--- config.mk ---
export PLATFORM = sky130hd
export DESIGN_NAME = power_sequencer
export DESIGN_NICKNAME = d
export VERILOG_FILES = /design/src/logic/power_seq_pkg.sv /design/src/logic/power_sequencer.sv /design/src/logic/reset_hold_timer.sv /design/src/logic/sync_2ff.sv
export SDC_FILE = /design/constraint.sdc
export NUM_CORES = 1
export LEC_CHECK = 0
export ABC_AREA = 1
export BUFFER_PORTS_ARGS = -buffer_cell sky130_fd_sc_hd__buf_2
export CORE_MARGIN = 2
export CORE_UTILIZATION = 50
export CTS_CLUSTER_SIZE = 24
export DETAILED_ROUTE_END_ITERATION = 10
export PLACE_DENSITY = 0.76
export REMOVE_ABC_BUFFERS = 1
export SLEW_MARGIN = 20
export SYNTH_ARGS = -nofsm -noshare
export SYNTH_HDL_FRONTEND = slang
export SYNTH_SLANG_ARGS = --single-unit
--- constraint.sdc ---
create_clock -name clk -period 4.1 [get_ports clk]
set_input_delay 0.41 -clock clk [delete_from_list [all_inputs] [get_ports clk]]
set_output_delay 0.41 -clock clk [all_outputs]
set_load 0.01 [all_outputs]
--- src/logic/power_seq_pkg.sv ---
/*
  Shared constants, types and register map of the handset power sequencer.
  Assumes a single 125 MHz clock and an APB master with 32-bit data.
*/
package power_seq_pkg;

  // Clock rate and the slow tick that stands in for the low-frequency oscillator.
  localparam int CLK_MHZ = 125;
  localparam int LF_TICK_US = 1000;
  localparam int LF_TICK_CYCLES = LF_TICK_US * CLK_MHZ;

  // Reset hold after the logic rail comes good.
  localparam int RESET_HOLD_MS = 250;
  localparam int RESET_HOLD_TICKS = (RESET_HOLD_MS * 1000) / LF_TICK_US;

  // Depth of the pin synchroniser, used to mask our own enable-line echo.
  localparam int SYNC_STAGES = 2;

  // Register map, byte addresses.
  localparam int ADDR_W = 8;
  localparam logic [ADDR_W-1:0] STATUS_OFFSET = 8'h00;
  localparam logic [ADDR_W-1:0] CONTROL_OFFSET = 8'h04;
  localparam logic [ADDR_W-1:0] EVENT_OFFSET = 8'h08;

  // Control fields: per-output software allow bits.
  localparam int CTRL_AUX1_BIT = 0;
  localparam int CTRL_AUX2_BIT = 1;
  localparam int CTRL_PUMP_BIT = 2;
  localparam logic [2:0] CONTROL_RESET = 3'h7;

  // Event fields, sticky and cleared by writing one.
  localparam int EVT_THERMAL_BIT = 0;
  localparam int EVT_LOCKOUT_BIT = 1;
  localparam int EVT_RAIL_FAIL_BIT = 2;
  localparam int EVT_SYS_OFF_BIT = 3;
  localparam logic [3:0] EVENT_RESET = 4'h0;

  typedef enum logic [1:0] {
    ST_OFF,
    ST_POWERED,
    ST_LATCHED,
    ST_HOT
  } power_state_e;

  // Pin levels after synchronisation.
  typedef struct packed {
    logic on_button_n;
    logic remote_power_request;
    logic off_n;
    logic enable_line_in;
    logic logic_rail_good;
    logic supply_ok;
    logic temp_trip;
    logic temp_release;
    logic logic_rail_voltage_select;
    logic aux_reg1_voltage_select;
    logic aux_reg2_voltage_select;
    logic aux1_enable_n;
    logic aux2_enable_n;
    logic pump_enable_n;
    logic aux1_enable_driven;
    logic aux2_enable_driven;
    logic pump_enable_driven;
  } pin_in_s;

endpackage

--- src/logic/power_sequencer.sv ---
/*
  On/off latch, processor reset and rail gating of a handset power supply,
  with an APB register window for software.
  Assumes the rail-good, lockout and thermal comparators arrive as digital
  levels from the analog section and that all pins are asynchronous to clk.
*/
// The implementer's own choices: the APB slave port and the placing of the registers.

// Operation
// - Each voltage-select pin low picks 3.3 V, high picks 3 V, per rail.
// - Aux enable low turns regulator on; high grounds its output and stops it.
// - Aux enables are ignored, regulators off, while processor reset is low.
// - Reset low at power-up or rail low; held 250 ms after rail recovers.
// - Logic rail falling below threshold asserts reset and clears the on-latch.
// - While the on button is held, the enable line is driven low.
// - Enable low powers the core only above lockout and below 160 C.
// - Button pressed while enabled drives the on-status output high.
// - System drives off low after on-status; device shuts down to minimum current.
// - Remote-on input behaves exactly like the on button, including on-status.
// - Remote-on is active high.
// - External low on the enable line powers up but never raises on-status.
// - Everything stays inactive until the supply is above lockout.
// - Die above 160 C shuts the device off and clears the on-latch.
// - After thermal shutdown, restart via button only once below 150 C.
// - Pump enable low runs the pump oscillator and driver; high stops both.
// - Pump enable is ignored, pump stopped, while processor reset is low.
// - Both aux enables and the pump enable default high when undriven.
module power_sequencer #(
  parameter int TICK_CYCLES = power_seq_pkg::LF_TICK_CYCLES,
  parameter int HOLD_TICKS = power_seq_pkg::RESET_HOLD_TICKS
) (
  input wire logic clk, // 125 MHz system clock.
  input wire logic rst_b, // Asynchronous reset, active low.
  input wire logic on_button_n, // Pushbutton, low while pressed.
  input wire logic remote_power_request, // Remote on request, high active.
  input wire logic off_n, // System off control, low turns off.
  input wire logic enable_line_in, // Sensed level of the shared enable line.
  input wire logic logic_rail_good, // Logic rail above reset threshold.
  input wire logic supply_ok, // Supply above lockout threshold.
  input wire logic temp_trip, // Die above the shutdown temperature.
  input wire logic temp_release, // Die below the restart temperature.
  input wire logic logic_rail_voltage_select, // Logic rail select, high is 3 V.
  input wire logic aux_reg1_voltage_select, // Aux rail 1 select, high is 3 V.
  input wire logic aux_reg2_voltage_select, // Aux rail 2 select, high is 3 V.
  input wire logic aux1_enable_n, // Aux rail 1 enable pin level.
  input wire logic aux2_enable_n, // Aux rail 2 enable pin level.
  input wire logic pump_enable_n, // Charge pump enable pin level.
  input wire logic aux1_enable_driven, // Aux1 pin is driven.
  input wire logic aux2_enable_driven, // Aux2 pin is driven.
  input wire logic pump_enable_driven, // Pump pin is driven.
  output logic enable_line_out_q, // Enable line drive value, always low.
  output logic enable_line_oe_q, // Enable line pulled low while high.
  output logic reset_out_q, // Processor reset drive value, always low.
  output logic reset_oe_q, // Processor reset held low while high.
  output logic on_status_q, // On-status output to the processor.
  output logic reference_enable_q, // Reference and support circuits on.
  output logic logic_rail_enable_q, // Logic regulator on.
  output logic logic_rail_sel_3v_q, // Logic regulator set to 3 V.
  output logic aux_rail1_enable_q, // Aux regulator 1 on.
  output logic aux_rail1_ground_q, // Aux rail 1 forced to ground.
  output logic aux_rail1_sel_3v_q, // Aux regulator 1 set to 3 V.
  output logic aux_rail2_enable_q, // Aux regulator 2 on.
  output logic aux_rail2_ground_q, // Aux rail 2 forced to ground.
  output logic aux_rail2_sel_3v_q, // Aux regulator 2 set to 3 V.
  output logic pump_run_q, // Charge pump oscillator and driver on.
  output logic shutdown_q, // Minimum-current shutdown state.
  input wire logic psel, // APB select.
  input wire logic penable, // APB enable.
  input wire logic pwrite, // APB write.
  input wire logic [power_seq_pkg::ADDR_W-1:0] paddr, // APB byte address.
  input wire logic [31:0] pwdata, // APB write data.
  output logic [31:0] prdata_q, // APB read data.
  output logic pready_q, // APB ready.
  output logic pslverr_q // APB error for unmapped addresses.
);

  power_seq_pkg::pin_in_s pins_raw;
  power_seq_pkg::pin_in_s s;
  power_seq_pkg::power_state_e state_q;
  power_seq_pkg::power_state_e state_d;

  logic [power_seq_pkg::SYNC_STAGES:0] drive_hist_q;
  logic [2:0] control_q;
  logic [3:0] event_q;
  logic btn_req;
  logic ext_en;
  logic en_req;
  logic powered_d;
  logic released;
  logic aux1_off_n;
  logic aux2_off_n;
  logic pump_off_n;
  logic aux1_on_d;
  logic aux2_on_d;
  logic pump_on_d;
  logic setup;
  logic access;
  logic [31:0] rd_word;
  logic rd_hit;
  logic armed_q;
  logic [3:0] evt_set;

  assign pins_raw = {
    on_button_n,
    remote_power_request,
    off_n,
    enable_line_in,
    logic_rail_good,
    supply_ok,
    temp_trip,
    temp_release,
    logic_rail_voltage_select,
    aux_reg1_voltage_select,
    aux_reg2_voltage_select,
    aux1_enable_n,
    aux2_enable_n,
    pump_enable_n,
    aux1_enable_driven,
    aux2_enable_driven,
    pump_enable_driven
  };

  sync_2ff #(
    .WIDTH($bits(power_seq_pkg::pin_in_s))
  ) u_pin_sync (
    .clk(clk),
    .rst_b(rst_b),
    .async_in(pins_raw),
    .sync_q(s)
  );

  // Button and remote requests are the same event with opposite polarity.
  assign btn_req = ~s.on_button_n | s.remote_power_request;

  // Our own pull echoes back through the synchroniser, so it is masked.
  assign ext_en = ~s.enable_line_in & ~(|drive_hist_q);
  assign en_req = btn_req | ext_en;

  // An undriven enable pin reads high through its pullup.
  assign aux1_off_n = ~s.aux1_enable_driven | s.aux1_enable_n;
  assign aux2_off_n = ~s.aux2_enable_driven | s.aux2_enable_n;
  assign pump_off_n = ~s.pump_enable_driven | s.pump_enable_n;

  always_comb begin
    state_d = state_q;
    case (state_q)
      power_seq_pkg::ST_OFF: begin
        if (en_req && s.supply_ok && !s.temp_trip) begin
          state_d = power_seq_pkg::ST_POWERED;
        end
      end
      power_seq_pkg::ST_POWERED: begin
        if (s.temp_trip) begin
          state_d = power_seq_pkg::ST_HOT;
        end else if (!s.supply_ok) begin
          state_d = power_seq_pkg::ST_OFF;
        end else if (released && s.off_n) begin
          state_d = power_seq_pkg::ST_LATCHED;
        end else if (!en_req) begin
          state_d = power_seq_pkg::ST_OFF;
        end
      end
      power_seq_pkg::ST_LATCHED: begin
        if (s.temp_trip) begin
          state_d = power_seq_pkg::ST_HOT;
        end else if (!s.supply_ok) begin
          state_d = power_seq_pkg::ST_OFF;
        end else if (!s.logic_rail_good) begin
          state_d = power_seq_pkg::ST_OFF;
        end else if (!s.off_n) begin
          state_d = power_seq_pkg::ST_OFF;
        end
      end
      power_seq_pkg::ST_HOT: begin
        // Cooling alone does not restart; a fresh request is needed from off.
        if (s.temp_release) begin
          state_d = power_seq_pkg::ST_OFF;
        end
      end
      default: begin
        state_d = power_seq_pkg::ST_OFF;
      end
    endcase
  end

  always_ff @(posedge clk or negedge rst_b) begin
    if (!rst_b) begin
      state_q <= power_seq_pkg::ST_OFF;
    end else begin
      state_q <= state_d;
    end
  end

  assign powered_d = (state_d == power_seq_pkg::ST_POWERED) ||
                     (state_d == power_seq_pkg::ST_LATCHED);

  // The hold restarts the moment the rail sags, even by one cycle.
  reset_hold_timer #(
    .TICK_CYCLES(TICK_CYCLES),
    .HOLD_TICKS(HOLD_TICKS)
  ) u_reset_hold (
    .clk(clk),
    .rst_b(rst_b),
    .run(powered_d && s.logic_rail_good),
    .released_q(released)
  );

  always_ff @(posedge clk or negedge rst_b) begin
    if (!rst_b) begin
      reset_out_q <= 1'b0;
      reset_oe_q <= 1'b1;
    end else begin
      reset_out_q <= 1'b0;
      reset_oe_q <= ~released;
    end
  end

  // Enable line pull follows the button, but only once the supply is usable.
  always_ff @(posedge clk or negedge rst_b) begin
    if (!rst_b) begin
      enable_line_out_q <= 1'b0;
      enable_line_oe_q <= 1'b0;
      drive_hist_q <= '0;
    end else begin
      enable_line_out_q <= 1'b0;
      enable_line_oe_q <= btn_req && s.supply_ok;
      drive_hist_q <= {drive_hist_q[power_seq_pkg::SYNC_STAGES-1:0], enable_line_oe_q};
    end
  end

  // Only a fresh button or remote press after latching raises on-status, so the
  // press that powered the supply up cannot start the off handshake.
  always_ff @(posedge clk or negedge rst_b) begin
    if (!rst_b) begin
      on_status_q <= 1'b0;
      armed_q <= 1'b0;
    end else begin
      on_status_q <= (state_q == power_seq_pkg::ST_LATCHED) && btn_req && armed_q;
      armed_q <= (state_q == power_seq_pkg::ST_LATCHED) && (armed_q || !btn_req);
    end
  end

  always_ff @(posedge clk or negedge rst_b) begin
    if (!rst_b) begin
      reference_enable_q <= 1'b0;
      logic_rail_enable_q <= 1'b0;
      shutdown_q <= 1'b1;
    end else begin
      reference_enable_q <= powered_d;
      logic_rail_enable_q <= powered_d;
      shutdown_q <= (state_d == power_seq_pkg::ST_OFF) ||
                    (state_d == power_seq_pkg::ST_HOT);
    end
  end

  always_ff @(posedge clk or negedge rst_b) begin
    if (!rst_b) begin
      logic_rail_sel_3v_q <= 1'b0;
      aux_rail1_sel_3v_q <= 1'b0;
      aux_rail2_sel_3v_q <= 1'b0;
    end else begin
      logic_rail_sel_3v_q <= s.logic_rail_voltage_select;
      aux_rail1_sel_3v_q <= s.aux_reg1_voltage_select;
      aux_rail2_sel_3v_q <= s.aux_reg2_voltage_select;
    end
  end

  // Gated by the next state too, so a shutdown drops them with the core.
  assign aux1_on_d = powered_d && released && !aux1_off_n &&
                     control_q[power_seq_pkg::CTRL_AUX1_BIT];
  assign aux2_on_d = powered_d && released && !aux2_off_n &&
                     control_q[power_seq_pkg::CTRL_AUX2_BIT];
  assign pump_on_d = powered_d && released && !pump_off_n &&
                     control_q[power_seq_pkg::CTRL_PUMP_BIT];

  always_ff @(posedge clk or negedge rst_b) begin
    if (!rst_b) begin
      aux_rail1_enable_q <= 1'b0;
      aux_rail1_ground_q <= 1'b1;
      aux_rail2_enable_q <= 1'b0;
      aux_rail2_ground_q <= 1'b1;
      pump_run_q <= 1'b0;
    end else begin
      aux_rail1_enable_q <= aux1_on_d;
      aux_rail1_ground_q <= ~aux1_on_d;
      aux_rail2_enable_q <= aux2_on_d;
      aux_rail2_ground_q <= ~aux2_on_d;
      pump_run_q <= pump_on_d;
    end
  end

  // APB: zero wait states, ready rises in the first access cycle.
  assign setup = psel && !penable;
  assign access = psel && penable && pready_q;

  always_comb begin
    rd_word = 32'h0000_0000;
    rd_hit = 1'b1;
    case (paddr)
      power_seq_pkg::STATUS_OFFSET: begin
        rd_word[1:0] = state_q;
        rd_word[2] = released;
        rd_word[3] = on_status_q;
        rd_word[4] = aux_rail1_enable_q;
        rd_word[5] = aux_rail2_enable_q;
        rd_word[6] = pump_run_q;
        rd_word[7] = s.supply_ok;
        rd_word[8] = s.logic_rail_good;
        rd_word[9] = s.temp_trip;
      end
      power_seq_pkg::CONTROL_OFFSET: begin
        rd_word[2:0] = control_q;
      end
      power_seq_pkg::EVENT_OFFSET: begin
        rd_word[3:0] = event_q;
      end
      default: begin
        rd_hit = 1'b0;
      end
    endcase
  end

  always_ff @(posedge clk or negedge rst_b) begin
    if (!rst_b) begin
      pready_q <= 1'b0;
      pslverr_q <= 1'b0;
      prdata_q <= 32'h0000_0000;
    end else begin
      pready_q <= setup;
      if (setup) begin
        pslverr_q <= ~rd_hit;
        prdata_q <= pwrite ? 32'h0000_0000 : rd_word;
      end
    end
  end

  always_ff @(posedge clk or negedge rst_b) begin
    if (!rst_b) begin
      control_q <= power_seq_pkg::CONTROL_RESET;
    end else if (access && pwrite && paddr == power_seq_pkg::CONTROL_OFFSET) begin
      control_q <= pwdata[2:0];
    end
  end

  // Sticky events: a new event in the clearing cycle survives the clear.
  assign evt_set = {
    state_q == power_seq_pkg::ST_LATCHED && state_d == power_seq_pkg::ST_OFF &&
      !s.off_n && s.logic_rail_good && s.supply_ok,
    state_q == power_seq_pkg::ST_LATCHED && !s.logic_rail_good,
    state_q != power_seq_pkg::ST_OFF && state_q != power_seq_pkg::ST_HOT && !s.supply_ok,
    state_q != power_seq_pkg::ST_HOT && state_d == power_seq_pkg::ST_HOT};

  always_ff @(posedge clk or negedge rst_b) begin
    if (!rst_b) begin
      event_q <= power_seq_pkg::EVENT_RESET;
    end else if (access && pwrite && paddr == power_seq_pkg::EVENT_OFFSET) begin
      event_q <= (event_q & ~pwdata[3:0]) | evt_set;
    end else begin
      event_q <= event_q | evt_set;
    end
  end

endmodule

--- src/logic/reset_hold_timer.sv ---
/*
  Reset hold timer: a prescaler models the slow oscillator and a tick counter
  measures the hold time. Assumes run drops whenever the logic rail is not good.
*/
module reset_hold_timer #(
  parameter int TICK_CYCLES = 125000,
  parameter int HOLD_TICKS = 250
) (
  input wire logic clk, // System clock.
  input wire logic rst_b, // Asynchronous reset, active low.
  input wire logic run, // Rail good and sequencer powered.
  output logic released_q // High once the hold time has elapsed.
);

  localparam int PW = $clog2(TICK_CYCLES + 1);
  localparam int HW = $clog2(HOLD_TICKS + 1);
  localparam logic [PW-1:0] PRE_LAST = PW'(TICK_CYCLES - 1);
  localparam logic [HW-1:0] HOLD_END = HW'(HOLD_TICKS);

  logic [PW-1:0] pre_q;
  logic [HW-1:0] hold_q;
  logic tick;

  assign tick = (pre_q == PRE_LAST);

  // Any loss of run restarts the whole measurement from zero.
  always_ff @(posedge clk or negedge rst_b) begin
    if (!rst_b) begin
      pre_q <= '0;
    end else if (!run || tick) begin
      pre_q <= '0;
    end else begin
      pre_q <= pre_q + PW'(1);
    end
  end

  always_ff @(posedge clk or negedge rst_b) begin
    if (!rst_b) begin
      hold_q <= '0;
    end else if (!run) begin
      hold_q <= '0;
    end else if (tick && hold_q != HOLD_END) begin
      hold_q <= hold_q + HW'(1);
    end
  end

  always_ff @(posedge clk or negedge rst_b) begin
    if (!rst_b) begin
      released_q <= 1'b0;
    end else begin
      released_q <= run && (hold_q == HOLD_END);
    end
  end

endmodule

--- src/logic/sync_2ff.sv ---
/*
  Two-flop synchroniser for a vector of independent levels.
  Assumes each bit is a slow level; multi-bit words are not kept coherent.
*/
module sync_2ff #(
  parameter int WIDTH = 1
) (
  input wire logic clk, // Destination clock.
  input wire logic rst_b, // Asynchronous reset, active low.
  input wire logic [WIDTH-1:0] async_in, // Levels from outside the domain.
  output logic [WIDTH-1:0] sync_q // Synchronised levels.
);

  logic [WIDTH-1:0] meta_q;

  always_ff @(posedge clk or negedge rst_b) begin
    if (!rst_b) begin
      meta_q <= '0;
      sync_q <= '0;
    end else begin
      meta_q <= async_in;
      sync_q <= meta_q;
    end
  end

endmodule

-- Word-level counts from Yosys, hierarchy flattened
Index checks and enable logic that the tools add are counted.
- $add $sub $neg: 2
- eq/ne operators: 13
- mux-type cells: 20
- bitwise operators: 20
- reduce and logical (&&, ||, !) cells: 51
- operators by type and width (cell ; number):
    $logic_and 1x1->1 ; 31
    $mux 2 ; 10
    $add 17x1->17 const B ; 1
    $eq 17x17->1 const B ; 1
    $mux 17 ; 1
    $mux 8 ; 2
    $logic_not 1->1 ; 10
    $mux 10 ; 1
    $not 1->1 ; 10
    $pmux 3 s3 ; 1
    $add 8x1->8 const B ; 1
    $eq 2x2->1 const B ; 4
    $eq 8x3->1 const B ; 1
    $eq 8x4->1 const B ; 1
    $eq 8x8->1 const B ; 1
    $logic_not 8->1 ; 1
    $ne 8x8->1 const B ; 1
    $or 4x4->4 ; 2
    $pmux 2 s4 ; 1
    $mux 6 ; 1
    $reduce_or 3->1 ; 2
    $or 1x1->1 ; 5
    $and 4x4->4 ; 1
    $eq 2x1->1 const B ; 2
    9 further kinds ; 14
- register bits: 120
- input port bits: 62
- output and inout port bits: 50
- word-level logic and storage cells: 132

-- Longest topological paths before layout
Gate-level depths: netlist of the first run.
- depth in word-level cells: 16
- gate-level depth with buffers: 16
- depth with buffers taken out: 16

-- Hierarchy
A second synthesis of the first run with hierarchy kept.
- cells, all modules: 473
- area, all modules: 4307.9 um^2
- by module, submodules not included (module ; instances ; cells each ; area each (um^2) ; seq. area each (um^2)):
    power_sequencer ; 1 ; 230 ; 1933.1 ; 959.7
    reset_hold_timer ; 1 ; 209 ; 1524.0 ; 650.6
    sync_2ff ; 1 ; 34 ; 850.8 ; 850.8

-- Least setup slack after synthesis of the first run
No wires, ideal clock.
- kind: reg-to-reg
- from: register state_q[0]
- to: register u_reset_hold.hold_q[2]
- setup time: 0.065 ns
- arrival time: 2.156 ns
- required time: 4.035 ns
- slack: 1.879 ns
- stages on the path, launching flop included: 15
- buffers on the path: 0
- period minus slack after synthesis: 2.221 ns
- cells stage by stage: dfrtp_1 > inv_1 > ha_1 > nand3_1 > o21ai_0 > a21oi_1 > nand2_1 > o21ai_0 > ha_1 > nand2_2 > nor3_2 > nand2_2 > nand2_4 > nand2_1 > nand2_1
- word-level cells in the longest chain between the ends: 9
- elaborated cells on any way between the ends: 21
- those cells by class: eq/ne (6); mux (12); reduce/logical (3)
- ends and longest elaborated chain (item ; RTL line ; source):
    from (decl) ; power_sequencer.sv:79 ; power_seq_pkg::power_state_e state_q;
    from (signal assigned) ; power_sequencer.sv:188 ; state_q <= power_seq_pkg::ST_OFF;
    from (signal assigned) ; power_sequencer.sv:190 ; state_q <= state_d;
    $mux 2 (on tied branches) ; power_sequencer.sv:170, power_sequencer.sv:159 ;
    $mux 2 (on tied branches) ; power_sequencer.sv:168, power_sequencer.sv:157 ;
    $mux 2 (on tied branches) ; power_sequencer.sv:166, power_sequencer.sv:155 ;
    $mux 2 (on tied branches) ; power_sequencer.sv:164, power_sequencer.sv:153 ;
    $pmux 2 s4 (*) ; power_sequencer.sv:146 ; case (state_q)
    $eq 2x1->1 / $eq 2x2->1 (equally long branches) ; power_sequencer.sv:194, power_sequencer.sv:195 ;
    $logic_or 1x1->1 (*) ; power_sequencer.sv:194 ; assign powered_d = (state_d == power_seq_pkg::ST_POWERED) ||
    via powered_d ; power_sequencer.sv:88 ; logic powered_d;
    $logic_and 1x1->1 (*) ; power_sequencer.sv:204 ; .run(powered_d && s.logic_rail_good),
    $ne 2x2->1 (no source line) / $mux 8 (equally long branches) ; -- ;
    to (signal assigned) ; reset_hold_timer.sv:43 ; hold_q <= hold_q + HW'(1);
    to (decl) ; reset_hold_timer.sv:21 ; logic [HW-1:0] hold_q;
The timed path passes the listed nets; every way through them passes the cells marked *.
A chain may end at the register's enable or synchronous reset.

-- Final worst setup path of the first run
- from: register state_q[0]
- to: register u_reset_hold.hold_q[0]
Same word-level chain as after synthesis.

==> implementation parameters, run 1 <==
Parameter                              Value

Die
  Die footprint ... approximately 9400 um^2
  Effective utilization at floorplan ... 0.519
  Number of top-level design ports ... between 100 and 150
  Width of the die ... around 97 um
  Row count ... 33
  Die height ... 96.8 um
  Area of the placeable core ... approximately 8300 um^2

Clocking
  Number of buffers added for setup after CTS ... 0
  Number of gates given a new drive strength after cts ... 0
  Clk sink count ... 98
  Max clock buf depth ... 2
  Clk_lat worst skew ... 0.37 ns
  Clk Tree Root Cell ... clkbuf_8
  Number of buffers inserted by hold repair at cts ... 0
  TritonCTS clock tree ... built
  Cts bufs inserted ... 9
  Maximum level of the CTS H-tree ... 3
  Register clock-pin slew on the reported worst setup and hold paths ... ~0.090 ns

Drt
  Per-cell via count in the routed design ... ~4.8
  Aggregate routed wire length ... 7490 um
  Detailed Route Iter0 Violations ... about 150
  Pre-antenna DRT Iters ... 5
  Antenna-violating nets left ... 0
  DRC violation count after routing ... 0
  Via count ... 3077
  Wire length per cell ... approximately 12 um

Global route
  Maximum number of pins on one net before global-route repair ... 65
  Grt total ovfl ... 0
  Wire length of the first global-routing pass ... 13400 um
  Vias in the first global route ... around 3100
  Antenna violations before repair ... 0
  Tot GR Track Use ... 0.173

Placement
  Number of buffer cells added on primary ports ... a little under 60
  Placer Congestion ... 0.883
  Number of instances in the placed design ... approximately 630
  Standard cell area after detailed placement ... 4620 um^2
  Post-detailed-placement half-perimeter wirelength ... ~5600 um

Timing
  Worst hold-check slack ... between 0.1 and 0.15 ns
  Ratio of final minimum period to clock period ... 0.677
  Slew Viols, Final ... 0
  Transition time of the tightest slew-check pin ... 0.786 ns
  Achievable clock frequency ... about 360 MHz
  Largest clock skew in the final design ... roughly 0.011 ns
  Finish-stage setup viols ... 0
  Tmin final ... between 2 and 3 ns
  Sum Neg Setup Slack ... 0 ns
  RSZ-0062 raised after global routing ... false
  Final number of hold-violating endpoints ... 0
  Slew HR ... 0.476

Power and ir drop
  Reg power frac ... 0.497
  Fraction of power spent switching nets ... 0.329
  Clock Power Share ... 0.287
  Highest ir drop seen on vdd ... between 200 and 250 uV
  Static leakage ... about 2.4 nW
  Comb power frac ... 0.216
  Internal power ... around 1.5 mW
  Power density of the placed cells ... 450 nW/um^2
  Total power consumption of the routed design ... 2.17 mW
  Switch Pwr ... about 700 uW

Synth
  Top cell type's share of synthesized area ... 0.528
  Simple-gate portion of the synthesized area ... 0.261
  Largest family of logic cells by synthesized area ... simple AND/OR/NAND/NOR gates
  Fraction of synthesized cell area in xor and xnor cells ... 0.0142
  Total of warnings raised by yosys ... 0
  Sequential fraction of the synthesis area ... 0.571
  Compound-gate portion of the synthesized area ... 0.0290
  Avg Synthesized Cell Area ... 9.25 um^2
  Number of standard cells after synthesis ... approximately 470
  Flip-flop and latch count after synthesis ... 98
  Multiplexer share of the synthesized area ... 0
  Leading post-synthesis cells by cell area ... dfrtp_1 53%, nand2_1 11%, buf_4 4.5%
  Cell Area, Synth ... 4310 um^2
  Number of different library cells in the post-synthesis netlist ... 31
  Synthesized-area fraction occupied by adder cells ... 0.0261
  Synth area leader ... dfrtp_1

Cells and area
  Count of nets after finishing ... roughly 600
  Antenna diode count ... 0
  Layout cells sized above 1 ... 0.214
  Final standard cell count with taps included and fillers excluded ... 642
  Most common library cell in the layout ignoring fill and taps ... nand2_1
  Layout Area Growth over Synthesis ... 11.9%
  Final std cell area, no fill ... just under 5000 um^2
  Highest-count cells in the layout ignoring fill and taps ... 122 x nand2_1, 91 x dfrtp_1, 58 x buf_2

Job
  Max-cap violations ... 0

Setup path
  Category of the worst setup path capture point ... flip-flop
  Critical path data required time ... about 4.4 ns
  Maximum fanout count along the critical path ... 10
  Path type of the worst setup path ... flip-flop to flip-flop
  Arrival time of the worst setup path ... about 3 ns
  CP startpoint kind ... flip-flop

Status
  Run status ... completed

Hold path
  Worst hold path class ... primary input to asynchronous set/reset pin
-- cells in the mapped netlist --
library cell / number
nand2_1: 122
dfrtp_1: 91
inv_1: 50
nor2_1: 38
nand3_1: 35
buf_4: 26
o21ai_0: 13
nor2_2: 11
nor3_1: 10
ha_1: 9
dfstp_2: 7
nand4_1: 7
a21oi_1: 6
inv_2: 6
xor2_1: 6
nand2_2: 5
nor2_4: 3
nor3_2: 3
nand2_4: 2
nand3_2: 2
nand3b_1: 2
nor3b_1: 2
o21bai_1: 2
and3_1: 1
buf_6: 1
clkbuf_1: 1
conb_1: 1
nor3b_2: 1
o211ai_1: 1
o21a_1: 1
xnor2_1: 1
-- logic make-up (layout without fill, tap and decap cells) --
group	count (synthesis)	in the layout
other	1	24
xor gates and xnor gates	7	7
DFF	98	98
adders and majority gates	9	9
AOI/OAI and AO/OA	23	23
buffers and inverters	84	132
and+or+nand+nor	244	244
-- critical path, cell delays in order, from the launching register on --
cell and delay [ns]:
dfrtp_1 0.46, inv_1 0.15, ha_1 0.26, inv_1 0.11, o21ai_0 0.17, a21oi_1 0.07
nand2_1 0.07, o21ai_0 0.08, ha_1 0.42, nand2_2 0.20, nor3_2 0.25, nand2_2 0.19
nand2_4 0.17, nand2_1 0.07, nand2_1 0.06
-- per-stage QoR --
step,setup slack [ns],utilization
2_1_floorplan,1.84,-
6_report,1.33,0.581
3_3_place_gp,1.41,0.557
3_5_place_dp,1.33,0.557
4_1_cts,1.32,0.581
5_1_grt,0.997,0.581
-- power by group through the flow --
| stage | clock (mW) | combinational [mW] | sequential (mW) |
|---|---|---|---|
| 3_3_place_gp | 0 | 0.454 | 1.09 |
| 3_5_place_dp | 0 | 0.474 | 1.10 |
| 6_report | 0.623 | 0.469 | 1.08 |
| 2_1_floorplan | 0 | 0.304 | 1.10 |
| 5_1_grt | 0.687 | 0.536 | 1.09 |
| 4_1_cts | 0.644 | 0.476 | 1.08 |
-- final cells by class --
cell class,count,area (um^2)
fill,719,3480
sequential,98,2460
multi-input combinational,307,1510
timing repair buffer,60,305
inverter,56,210
tap,105,131
clock buffer,10,128
clock inverter,6,71.3
-- routing by layer --
metal	wire, um	part of all wire	global-route usage
met1	3240	0.43	0.206
met2	3770	0.50	0.302
met3	426	0.057	0.0527
met4	60	0.0080	0.0542
met5	0	0	0
-- worst paths after layout --
kind,start,to,slack (ns),depth (start not counted)
worst max-delay path,state_q[0],u_reset_hold.hold_q[0],1.33,14
worst min-delay path,rst_b,drive_hist_q[1],0.10,1
worst max register to register,state_q[0],u_reset_hold.hold_q[0],1.33,14
worst min register to register,u_pin_sync.meta_q[2],u_pin_sync.sync_q[2],0.35,0
max in group asynchronous,rst_b,aux_rail2_ground_q,3.05,2
min in group clk,aux_reg2_voltage_select,u_pin_sync.meta_q[6],0.14,1
-- flip-flops by register name, summed over array words and instances, names as in the netlist, 2 cells and up --
name,flops
control_q,3
u_reset_hold.hold_q,8
prdata_q,10
u_pin_sync.meta_q,17
drive_hist_q,3
event_q,4
u_pin_sync.sync_q,17
state_q,2
u_reset_hold.pre_q,17
Note: power is estimated with default switching activity, not from simulation.
==> run 2, diff against run 1 <==
--- a/config.mk
+++ b/config.mk
@@ -5,10 +5,10 @@
 export SDC_FILE = /design/constraint.sdc
 export NUM_CORES = 1
 export LEC_CHECK = 0
-export ABC_AREA = 1
+export ABC_AREA = 0
 export BUFFER_PORTS_ARGS = -buffer_cell sky130_fd_sc_hd__buf_2
 export CORE_MARGIN = 2
-export CORE_UTILIZATION = 50
+export CORE_UTILIZATION = 47
 export CTS_CLUSTER_SIZE = 24
 export DETAILED_ROUTE_END_ITERATION = 10
 export PLACE_DENSITY = 0.76
==> constraint.sdc (replaced) <==
create_clock -name clk -period 2.35 [get_ports clk]
set_input_delay 0.235 -clock clk [delete_from_list [all_inputs] [get_ports clk]]
set_output_delay 0.235 -clock clk [all_outputs]
set_load 0.01 [all_outputs]
==> run 2 against run 1 <==
The flow now finishes with violations (setup timing); area after synthesis fell by 7.1%; synthesized cell count down 28%; utilization rose by 5.0 points; fmax up 18%; via count shrank 6.4%; sequential share of layout area decreased by 3.6 points; non-clock buffer count increased by 53.
==> implementation parameters, run 2 <==
Parameter                              Value

Placement
  Placer Congestion ... 0.802 (was 0.883)
  Dpl ws ... -0.310 ns (was 1.33 ns)
  Number of buffer cells added on primary ports ... 59 (unchanged)
  Post-detailed-placement half-perimeter wirelength ... 5330 um (was 5560 um)
  Number of instances in the placed design ... 518 (was 626)

Status
  Run status ... finished with violations (was completed)
  Failing checks ... setup timing

Clocking
  Clk_lat worst skew ... 0.37 ns (about the same)
  Clk sink count ... 98 (unchanged)
  Register clock-pin slew on the reported worst setup and hold paths ... 0.11 ns (was 0.09 ns)
  Max clock buf depth ... 2 (unchanged)
  TritonCTS clock tree ... built (unchanged)
  Clk Tree Root Cell ... clkbuf_8 (unchanged)
  Cts bufs inserted ... 9 (unchanged)
  Maximum level of the CTS H-tree ... 3 (unchanged)

Global route
  Maximum number of pins on one net before global-route repair ... 72 (was 65)
  Tot GR Track Use ... 0.189 (was 0.173)
  Vias in the first global route ... 2733 (was 3105)
  Antenna violations before repair ... 0 (unchanged)
  Wire length of the first global-routing pass ... 13100 um (was 13400 um)
  Grt total ovfl ... 0 (unchanged)

Cells and area
  Layout cells sized above 1 ... 0.339 (was 0.214)
  Biggest registers after layout ... u_pin_sync.meta_q x17, u_pin_sync.sync_q x17, u_reset_hold.pre_q x17 (unchanged)
  Antenna diode count ... 0 (unchanged)
  Most common library cell in the layout ignoring fill and taps ... dfrtp_1 (was nand2_1)
  Layout Area Growth over Synthesis ... 29.6% (was 11.9%)
  Final standard cell count with taps included and fillers excluded ... 562 (was 642)
  Highest-count cells in the layout ignoring fill and taps ... 90 x dfrtp_1, 58 x buf_2, 33 x buf_4 (was 122 x nand2_1, 91 x dfrtp_1, 58 x buf_2)
  Count of nets after finishing ... 523 (was 603)

Die
  Row count ... 33 (unchanged)
  Die height ... 96.3 um (was 96.8 um)
  Area of the placeable core ... 8220 um^2 (was 8300 um^2)
  Width of the die ... 96.3 um (was 96.8 um)
  Die footprint ... 9270 um^2 (was 9380 um^2)
  Number of top-level design ports ... 112 (unchanged)
  Effective utilization at floorplan ... 0.487 (was 0.519)

Timing
  Slew HR ... 0.429 (was 0.476)
  Tmin final ... 2.36 ns (was 2.77 ns)
  Finish-stage setup viols ... 1 (was 0)
  Largest clock skew in the final design ... 0.0192 ns (was 0.0110 ns)
  Achievable clock frequency ... 424 MHz (was 360 MHz)
  Ratio of final minimum period to clock period ... 1.00 (was 0.677)
  RSZ-0062 raised after global routing ... true (was false)
  Slew Viols, Final ... 0 (unchanged)
  Transition time of the tightest slew-check pin ... 0.857 ns (was 0.786 ns)
  Setup ws final ... -0.00611 ns (was 1.33 ns)
  Final number of hold-violating endpoints ... 0 (unchanged)

Synth
  Largest family of logic cells by synthesized area ... simple AND/OR/NAND/NOR gates (unchanged)
  Total of warnings raised by yosys ... 0 (unchanged)
  Share of flip-flops with an asynchronous set or reset ... 1.00 (unchanged)
  Compound-gate portion of the synthesized area ... 0.0866 (was 0.0290)
  Avg Synthesized Cell Area ... 11.9 um^2 (was 9.25 um^2)
  Number of standard cells after synthesis ... 336 (was 466)
  Number of different library cells in the post-synthesis netlist ... 51 (was 31)
  Fraction of synthesized cell area in xor and xnor cells ... 0.0328 (was 0.0142)
  Leading post-synthesis cells by cell area ... dfrtp_1 57%, buf_4 4.7%, dfstp_2 4.6% (was dfrtp_1 53%, nand2_1 11%, buf_4 4.5%)
  Number of flops mapped to enable cells by yosys ... 0 (unchanged)
  Multiplexer share of the synthesized area ... 0.0212 (was 0)
  Synthesized-area fraction occupied by adder cells ... 0.0281 (was 0.0261)
  Simple-gate portion of the synthesized area ... 0.142 (was 0.261)
  Dominant synthesized flop cell ... dfrtp_1 (unchanged)
  Most used standard cell by instance count after synthesis ... dfrtp_1 (was nand2_1)
  Synth area leader ... dfrtp_1 (unchanged)
  Top cell type's share of synthesized area ... 0.569 (was 0.528)
  Sequential fraction of the synthesis area ... 0.615 (was 0.571)
  Flip-flop and latch count after synthesis ... 98 (unchanged)
  Most numerous cell types in the synthesized netlist ... 91 x dfrtp_1, 27 x nor2_1, 25 x buf_4 (was 122 x nand2_1, 91 x dfrtp_1, 50 x inv_1)
  Cell Area, Synth ... 4000 um^2 (was 4310 um^2)

Drt
  DRC violation count after routing ... 0 (unchanged)
  Via count ... 2879 (was 3077)
  Wire length per cell ... 15.1 um (was 11.7 um)
  Pre-antenna DRT Iters ... 4 (was 5)
  Detailed Route Iter0 Violations ... 133 (was 149)
  Per-cell via count in the routed design ... 5.12 (was 4.79)
  Antenna-violating nets left ... 0 (unchanged)
  Aggregate routed wire length ... 8460 um (was 7490 um)

Setup path
  Category of the worst setup path capture point ... flip-flop (unchanged)
  Maximum fanout count along the critical path ... 5 (was 10)
  Critical path data required time ... 2.60 ns (was 4.40 ns)
  Arrival time of the worst setup path ... 2.61 ns (was 3.08 ns)
  CP startpoint kind ... flip-flop (unchanged)
  Path type of the worst setup path ... flip-flop to flip-flop (unchanged)

Hold path
  Worst hold path class ... primary input to flip-flop (was primary input to asynchronous set/reset pin)

Job
  Max-cap violations ... 0 (unchanged)

Power and ir drop
  Highest ir drop seen on vdd ... 371 uV (was 208 uV)
  Total power consumption of the routed design ... 4.16 mW (was 2.17 mW)
  Power density of the placed cells ... 802 nW/um^2 (was 450 nW/um^2)
  Static leakage ... 2.34 nW (was 2.42 nW)
==> run 2: changes by cell type after synthesis, moves of 12 or more <==
cell     change
a22o_1      +12
nand3_1     -27
inv_1       -31
xnor2_1     +12
nand2_1     -99
==> run 2: final cells by class <==
cell class,instances,area [um^2]
well taps,105,131
inverters,19,71.3
flip-flops and latches,98,2460
clock inverters,6,98.8
clock buffers,10,128
fillers,633,3030
repair buffers,113,763
multi-input cells,211,1530
==> run 2: what timing repair did <==
action | 4_1_cts | 5_1_grt
setup endpoints to repair | 31 | 29
setup buffers | 5 | 4
gates cloned | 1 | 0
pin swaps | 10 | 22
gates resized for setup | 29 | 18
hold endpoints to repair | 24 | 0
hold buffers | 18 | 0
==> run 2: logic make-up after synthesis <==
kind of cell    after synthesis
mux                           8
simple gates                108
compound gates               46
fa+ha+maj                     9
flops                        98
xor+xnor                     15
other cells                   1
buf+inv                      51
==> run 2: stage by stage <==
stage / util / cell area, um^2 / hold slack (ns) / TNS (ns)
final: 0.631 / 5190 / 0.129 / -0.00611
after global routing: 0.631 / 5190 / 0.118 / -0.804
after CTS: 0.618 / 5080 / 0.122 / -0.0233
after detailed placement: 0.547 / 4500 / 0.335 / -6.22
after global placement: 0.547 / 4500 / 0.333 / -3.70
after floorplan: - / 3870 / -0.0606 / -0.111
==> run 2: path summary, 6_finish.rpt <==
kind | start | end | slack (ns) | depth (start not counted)
worst max-delay path | state_q[1] | u_reset_hold.hold_q[0] | -0.006 | 11
worst min register to register | u_pin_sync.meta_q[1] | u_pin_sync.sync_q[1] | 0.35 | 0
worst max register to register | state_q[1] | u_reset_hold.hold_q[0] | -0.006 | 11
worst min-delay path | pwdata[3] | event_q[3] | 0.13 | 3
min in group asynchronous | rst_b | prdata_q[7] | 0.51 | 2
max in group asynchronous | rst_b | u_reset_hold.pre_q[1] | 1.07 | 3
==> run 2: critical path: stages, from the launching register on <==
cell and delay (ns):
dfrtp_2 0.49, ha_4 0.22, o21ai_4 0.18, o221a_4 0.23, buf_4 0.11, nand2_1 0.07
o32ai_2 0.16, ha_4 0.28, nand2_2 0.08, buf_6 0.11, nor2_2 0.03, mux2_4 0.26
==> run 2: power by group <==
part / switching, mW / internal, mW
Combinational: 0.529 / 0.556
Clock: 0.609 / 0.617
Sequential: 0.0602 / 1.79
Total: 1.20 / 2.96
==> run 2: metal layers <==
layer	vias up	global-route usage	routed length (um)
met3	14	0.0321	431
met5	-	0	0
met2	86	0.312	4250
li1	1354	-	-
met1	1425	0.245	3640
met4	0	0.0833	138
==> run 3, diff against run 2 <==
==> constraint.sdc (replaced) <==
create_clock -name clk -period 2.35 [get_ports clk]
set_input_delay 0.47 -clock clk [delete_from_list [all_inputs] [get_ports clk]]
set_output_delay 0.47 -clock clk [all_outputs]
set_load 0.01 [all_outputs]
==> run 3 against run 2 <==
The run still ends with setup timing left; utilization down 2.4 points; largest power group unchanged; final cell count down 2.7%; non-clock buffer count down 15; combinational power about the same; clock power down 20%; critical path depth up 1; global-route usage down 0.80 points; sequential cell count unchanged; fmax down 0.96%.
==> implementation parameters, run 3 (synthesized netlist as in run 2, its figures left out) <==
Parameter                              Value

Timing
  Final number of hold-violating endpoints ... 0 (unchanged)
  Worst hold-check slack ... 0.0930 ns (was 0.129 ns)
  Tmin final ... 2.38 ns (was 2.36 ns)
  Slew Viols, Final ... 0 (unchanged)
  Slew HR ... 0.594 (was 0.429)
  Transition time of the tightest slew-check pin ... 0.604 ns (was 0.857 ns)
  Ratio of final minimum period to clock period ... 1.01 (was 1.00)
  RSZ-0062 raised after global routing ... true (unchanged)
  Achievable clock frequency ... 420 MHz (was 424 MHz)
  Setup ws final ... -0.0290 ns (was -0.00611 ns)
  Largest clock skew in the final design ... 0.0138 ns (was 0.0192 ns)
  Finish-stage setup viols ... 1 (unchanged)

Drt
  Per-cell via count in the routed design ... 5.15 (was 5.12)
  Aggregate routed wire length ... 7760 um (was 8460 um)
  DRC violation count after routing ... 0 (unchanged)
  Antenna-violating nets left ... 0 (unchanged)
  Detailed Route Iter0 Violations ... 55 (was 133)
  Wire length per cell ... 14.2 um (was 15.1 um)
  Via count ... 2816 (was 2879)
  Pre-antenna DRT Iters ... 4 (unchanged)

Clocking
  Cts bufs inserted ... 9 (unchanged)
  Clk sink count ... 98 (unchanged)
  Register clock-pin slew on the reported worst setup and hold paths ... 0.09 ns (was 0.11 ns)
  Number of buffers inserted by hold repair at cts ... 0 (was 18)
  Clk Tree Root Cell ... clkbuf_8 (unchanged)
  Maximum level of the CTS H-tree ... 3 (unchanged)
  Max clock buf depth ... 2 (unchanged)
  Clk_lat worst skew ... 0.36 ns (was 0.37 ns)
  TritonCTS clock tree ... built (unchanged)

Setup path
  FF-to-FF Start ... state_q[0] (was state_q[1])
  Worst reg2reg endpoint ... u_reset_hold.hold_q[0] (unchanged)
  Category of the worst setup path capture point ... flip-flop (unchanged)
  Cell depth of the worst flop-to-flop path ... 12 (was 11)
  Path type of the worst setup path ... flip-flop to flip-flop (unchanged)
  Crit path from ... state_q[0] (was state_q[1])
  Arrival time of the worst setup path ... 2.63 ns (was 2.61 ns)
  Reg2Reg Setup Slack ... -0.03 ns (was -0.006 ns)
  Maximum fanout count along the critical path ... 4 (was 5)
  CP endpoint ... u_reset_hold.hold_q[0] (unchanged)
  Critical path data required time ... 2.60 ns (about the same)
  CP startpoint kind ... flip-flop (unchanged)

Status
  Failing checks ... setup timing (unchanged)
  Run status ... finished with violations (unchanged)

Die
  Die footprint ... 9270 um^2 (unchanged)
  Row count ... 33 (unchanged)
  Number of top-level design ports ... 112 (unchanged)
  Area of the placeable core ... 8220 um^2 (unchanged)
  Effective utilization at floorplan ... 0.487 (unchanged)
  Width of the die ... 96.3 um (unchanged)
  Die height ... 96.3 um (unchanged)

Global route
  Wire length of the first global-routing pass ... 12600 um (was 13100 um)
  Grt total ovfl ... 0 (unchanged)
  Tot GR Track Use ... 0.181 (was 0.189)
  Antenna violations before repair ... 0 (unchanged)
  Vias in the first global route ... 2692 (was 2733)
  Maximum number of pins on one net before global-route repair ... 48 (was 72)

Placement
  Number of buffer cells added on primary ports ... 59 (unchanged)
  Dpl ws ... -0.255 ns (was -0.310 ns)
  Post-detailed-placement half-perimeter wirelength ... 5230 um (was 5330 um)
  Placer Congestion ... 0.794 (was 0.802)

Cells and area
  Layout cells sized above 1 ... 0.355 (was 0.339)
  Biggest registers after layout ... u_pin_sync.meta_q x17, u_pin_sync.sync_q x17, u_reset_hold.pre_q x17 (unchanged)
  Count of nets after finishing ... 508 (was 523)
  Layout Area Growth over Synthesis ... 24.6% (was 29.6%)
  Layout fillers ... 657 (was 633)
  Highest-count cells in the layout ignoring fill and taps ... 90 x dfrtp_1, 58 x buf_2, 33 x buf_4 (unchanged)
  Most common library cell in the layout ignoring fill and taps ... dfrtp_1 (unchanged)
  Core utilization of the finished layout ... 0.607 (was 0.631)
  Antenna diode count ... 0 (unchanged)
  Register Area ... 2460 um^2 (unchanged)
  Area occupied by multi-input gates ... 1510 um^2 (was 1530 um^2)

Job
  Max-cap violations ... 0 (unchanged)

Hold path
  Worst hold path class ... primary input to asynchronous set/reset pin (was primary input to flip-flop)

Power and ir drop
  Static leakage ... 2.28 nW (was 2.34 nW)
  Highest ir drop seen on vdd ... 505 uV (was 371 uV)
  Power density of the placed cells ... 779 nW/um^2 (was 802 nW/um^2)
run 3: cell types whose count changed in the layout (fill, tap and decap cells not counted), moves of 2 or more:
cell / previous run / this run
clkinv_2: 0 / 3
ha_4: 5 / 3
bufinv_16: 2 / 0
inv_8: 2 / 0
dlygate4sd3_1: 18 / 0
buf_12: 0 / 2
ha_1: 4 / 6
run 3: power breakdown:
group,internal [mW],switching (mW),leakage (nW)
sequential,1.79,0.0530,1.23
combinational,0.547,0.508,0.957
clock,0.416,0.572,0.0964
run 3: worst min-delay path by stage:
stage | slack [ns] | cells after the start | endpoint | startpoint
after CTS | 0.10 | 1 | pslverr_q | rst_b
after detailed placement | 0.33 | 0 | u_pin_sync.sync_q[15] | u_pin_sync.meta_q[15]
after floorplan | 0.17 | 0 | armed_q | rst_b
after global routing | 0.13 | 1 | prdata_q[6] | rst_b
after global placement | 0.33 | 0 | u_pin_sync.sync_q[15] | u_pin_sync.meta_q[15]
final | 0.09 | 1 | event_q[1] | rst_b
run 3: timing repair:
action | CTS | global route
setup endpoints to repair | 24 | 30
buffers inserted | 6 | 4
resized for setup | 20 | 24
pin swaps | 10 | 25
gates cloned | 1 | 0
run 3: critical path, stage by stage (launching register included):
cell	delay, ns
dfrtp_1	0.41
buf_6	0.13
buf_6	0.11
ha_4	0.16
o21ai_4	0.14
o221a_4	0.21
a211oi_4	0.05
a311oi_1	0.21
ha_1	0.34
nand2_2	0.10
buf_6	0.10
nor2_1	0.04
mux2_4	0.26
run 3: final cells by class:
class | instances | area share
Sequential cell | 98 | 0.494
Multi-Input combinational cell | 211 | 0.303
Timing Repair Buffer | 98 | 0.127
Clock buffer | 10 | 0.0276
Tap cell | 105 | 0.0263
Inverter | 19 | 0.0143
Clock inverter | 6 | 0.00828
run 3: metal layers:
| metal | wire length [um] | part of all wire | vias to the layer above | track usage |
|---|---|---|---|---|
| li1 | - | - | 1324 | - |
| met1 | 3430 | 0.44 | 1412 | 0.237 |
| met2 | 3770 | 0.49 | 66 | 0.292 |
| met3 | 404 | 0.052 | 14 | 0.0407 |
| met4 | 161 | 0.021 | 0 | 0.0728 |
| met5 | 0 | 0 | - | 0 |
run 3: through the flow:
stage                     total power, mW  std cells  setup TNS, ns  cell area (um^2)
after floorplan                      2.17        327         -0.111              3870
after global placement               2.55        520          -3.28              4530
after detailed placement             2.57        520          -4.81              4530
after CTS                            3.72        543              0              4840
after global routing                 4.09        547          -2.01              4990
final                                3.89        547        -0.0290              4990
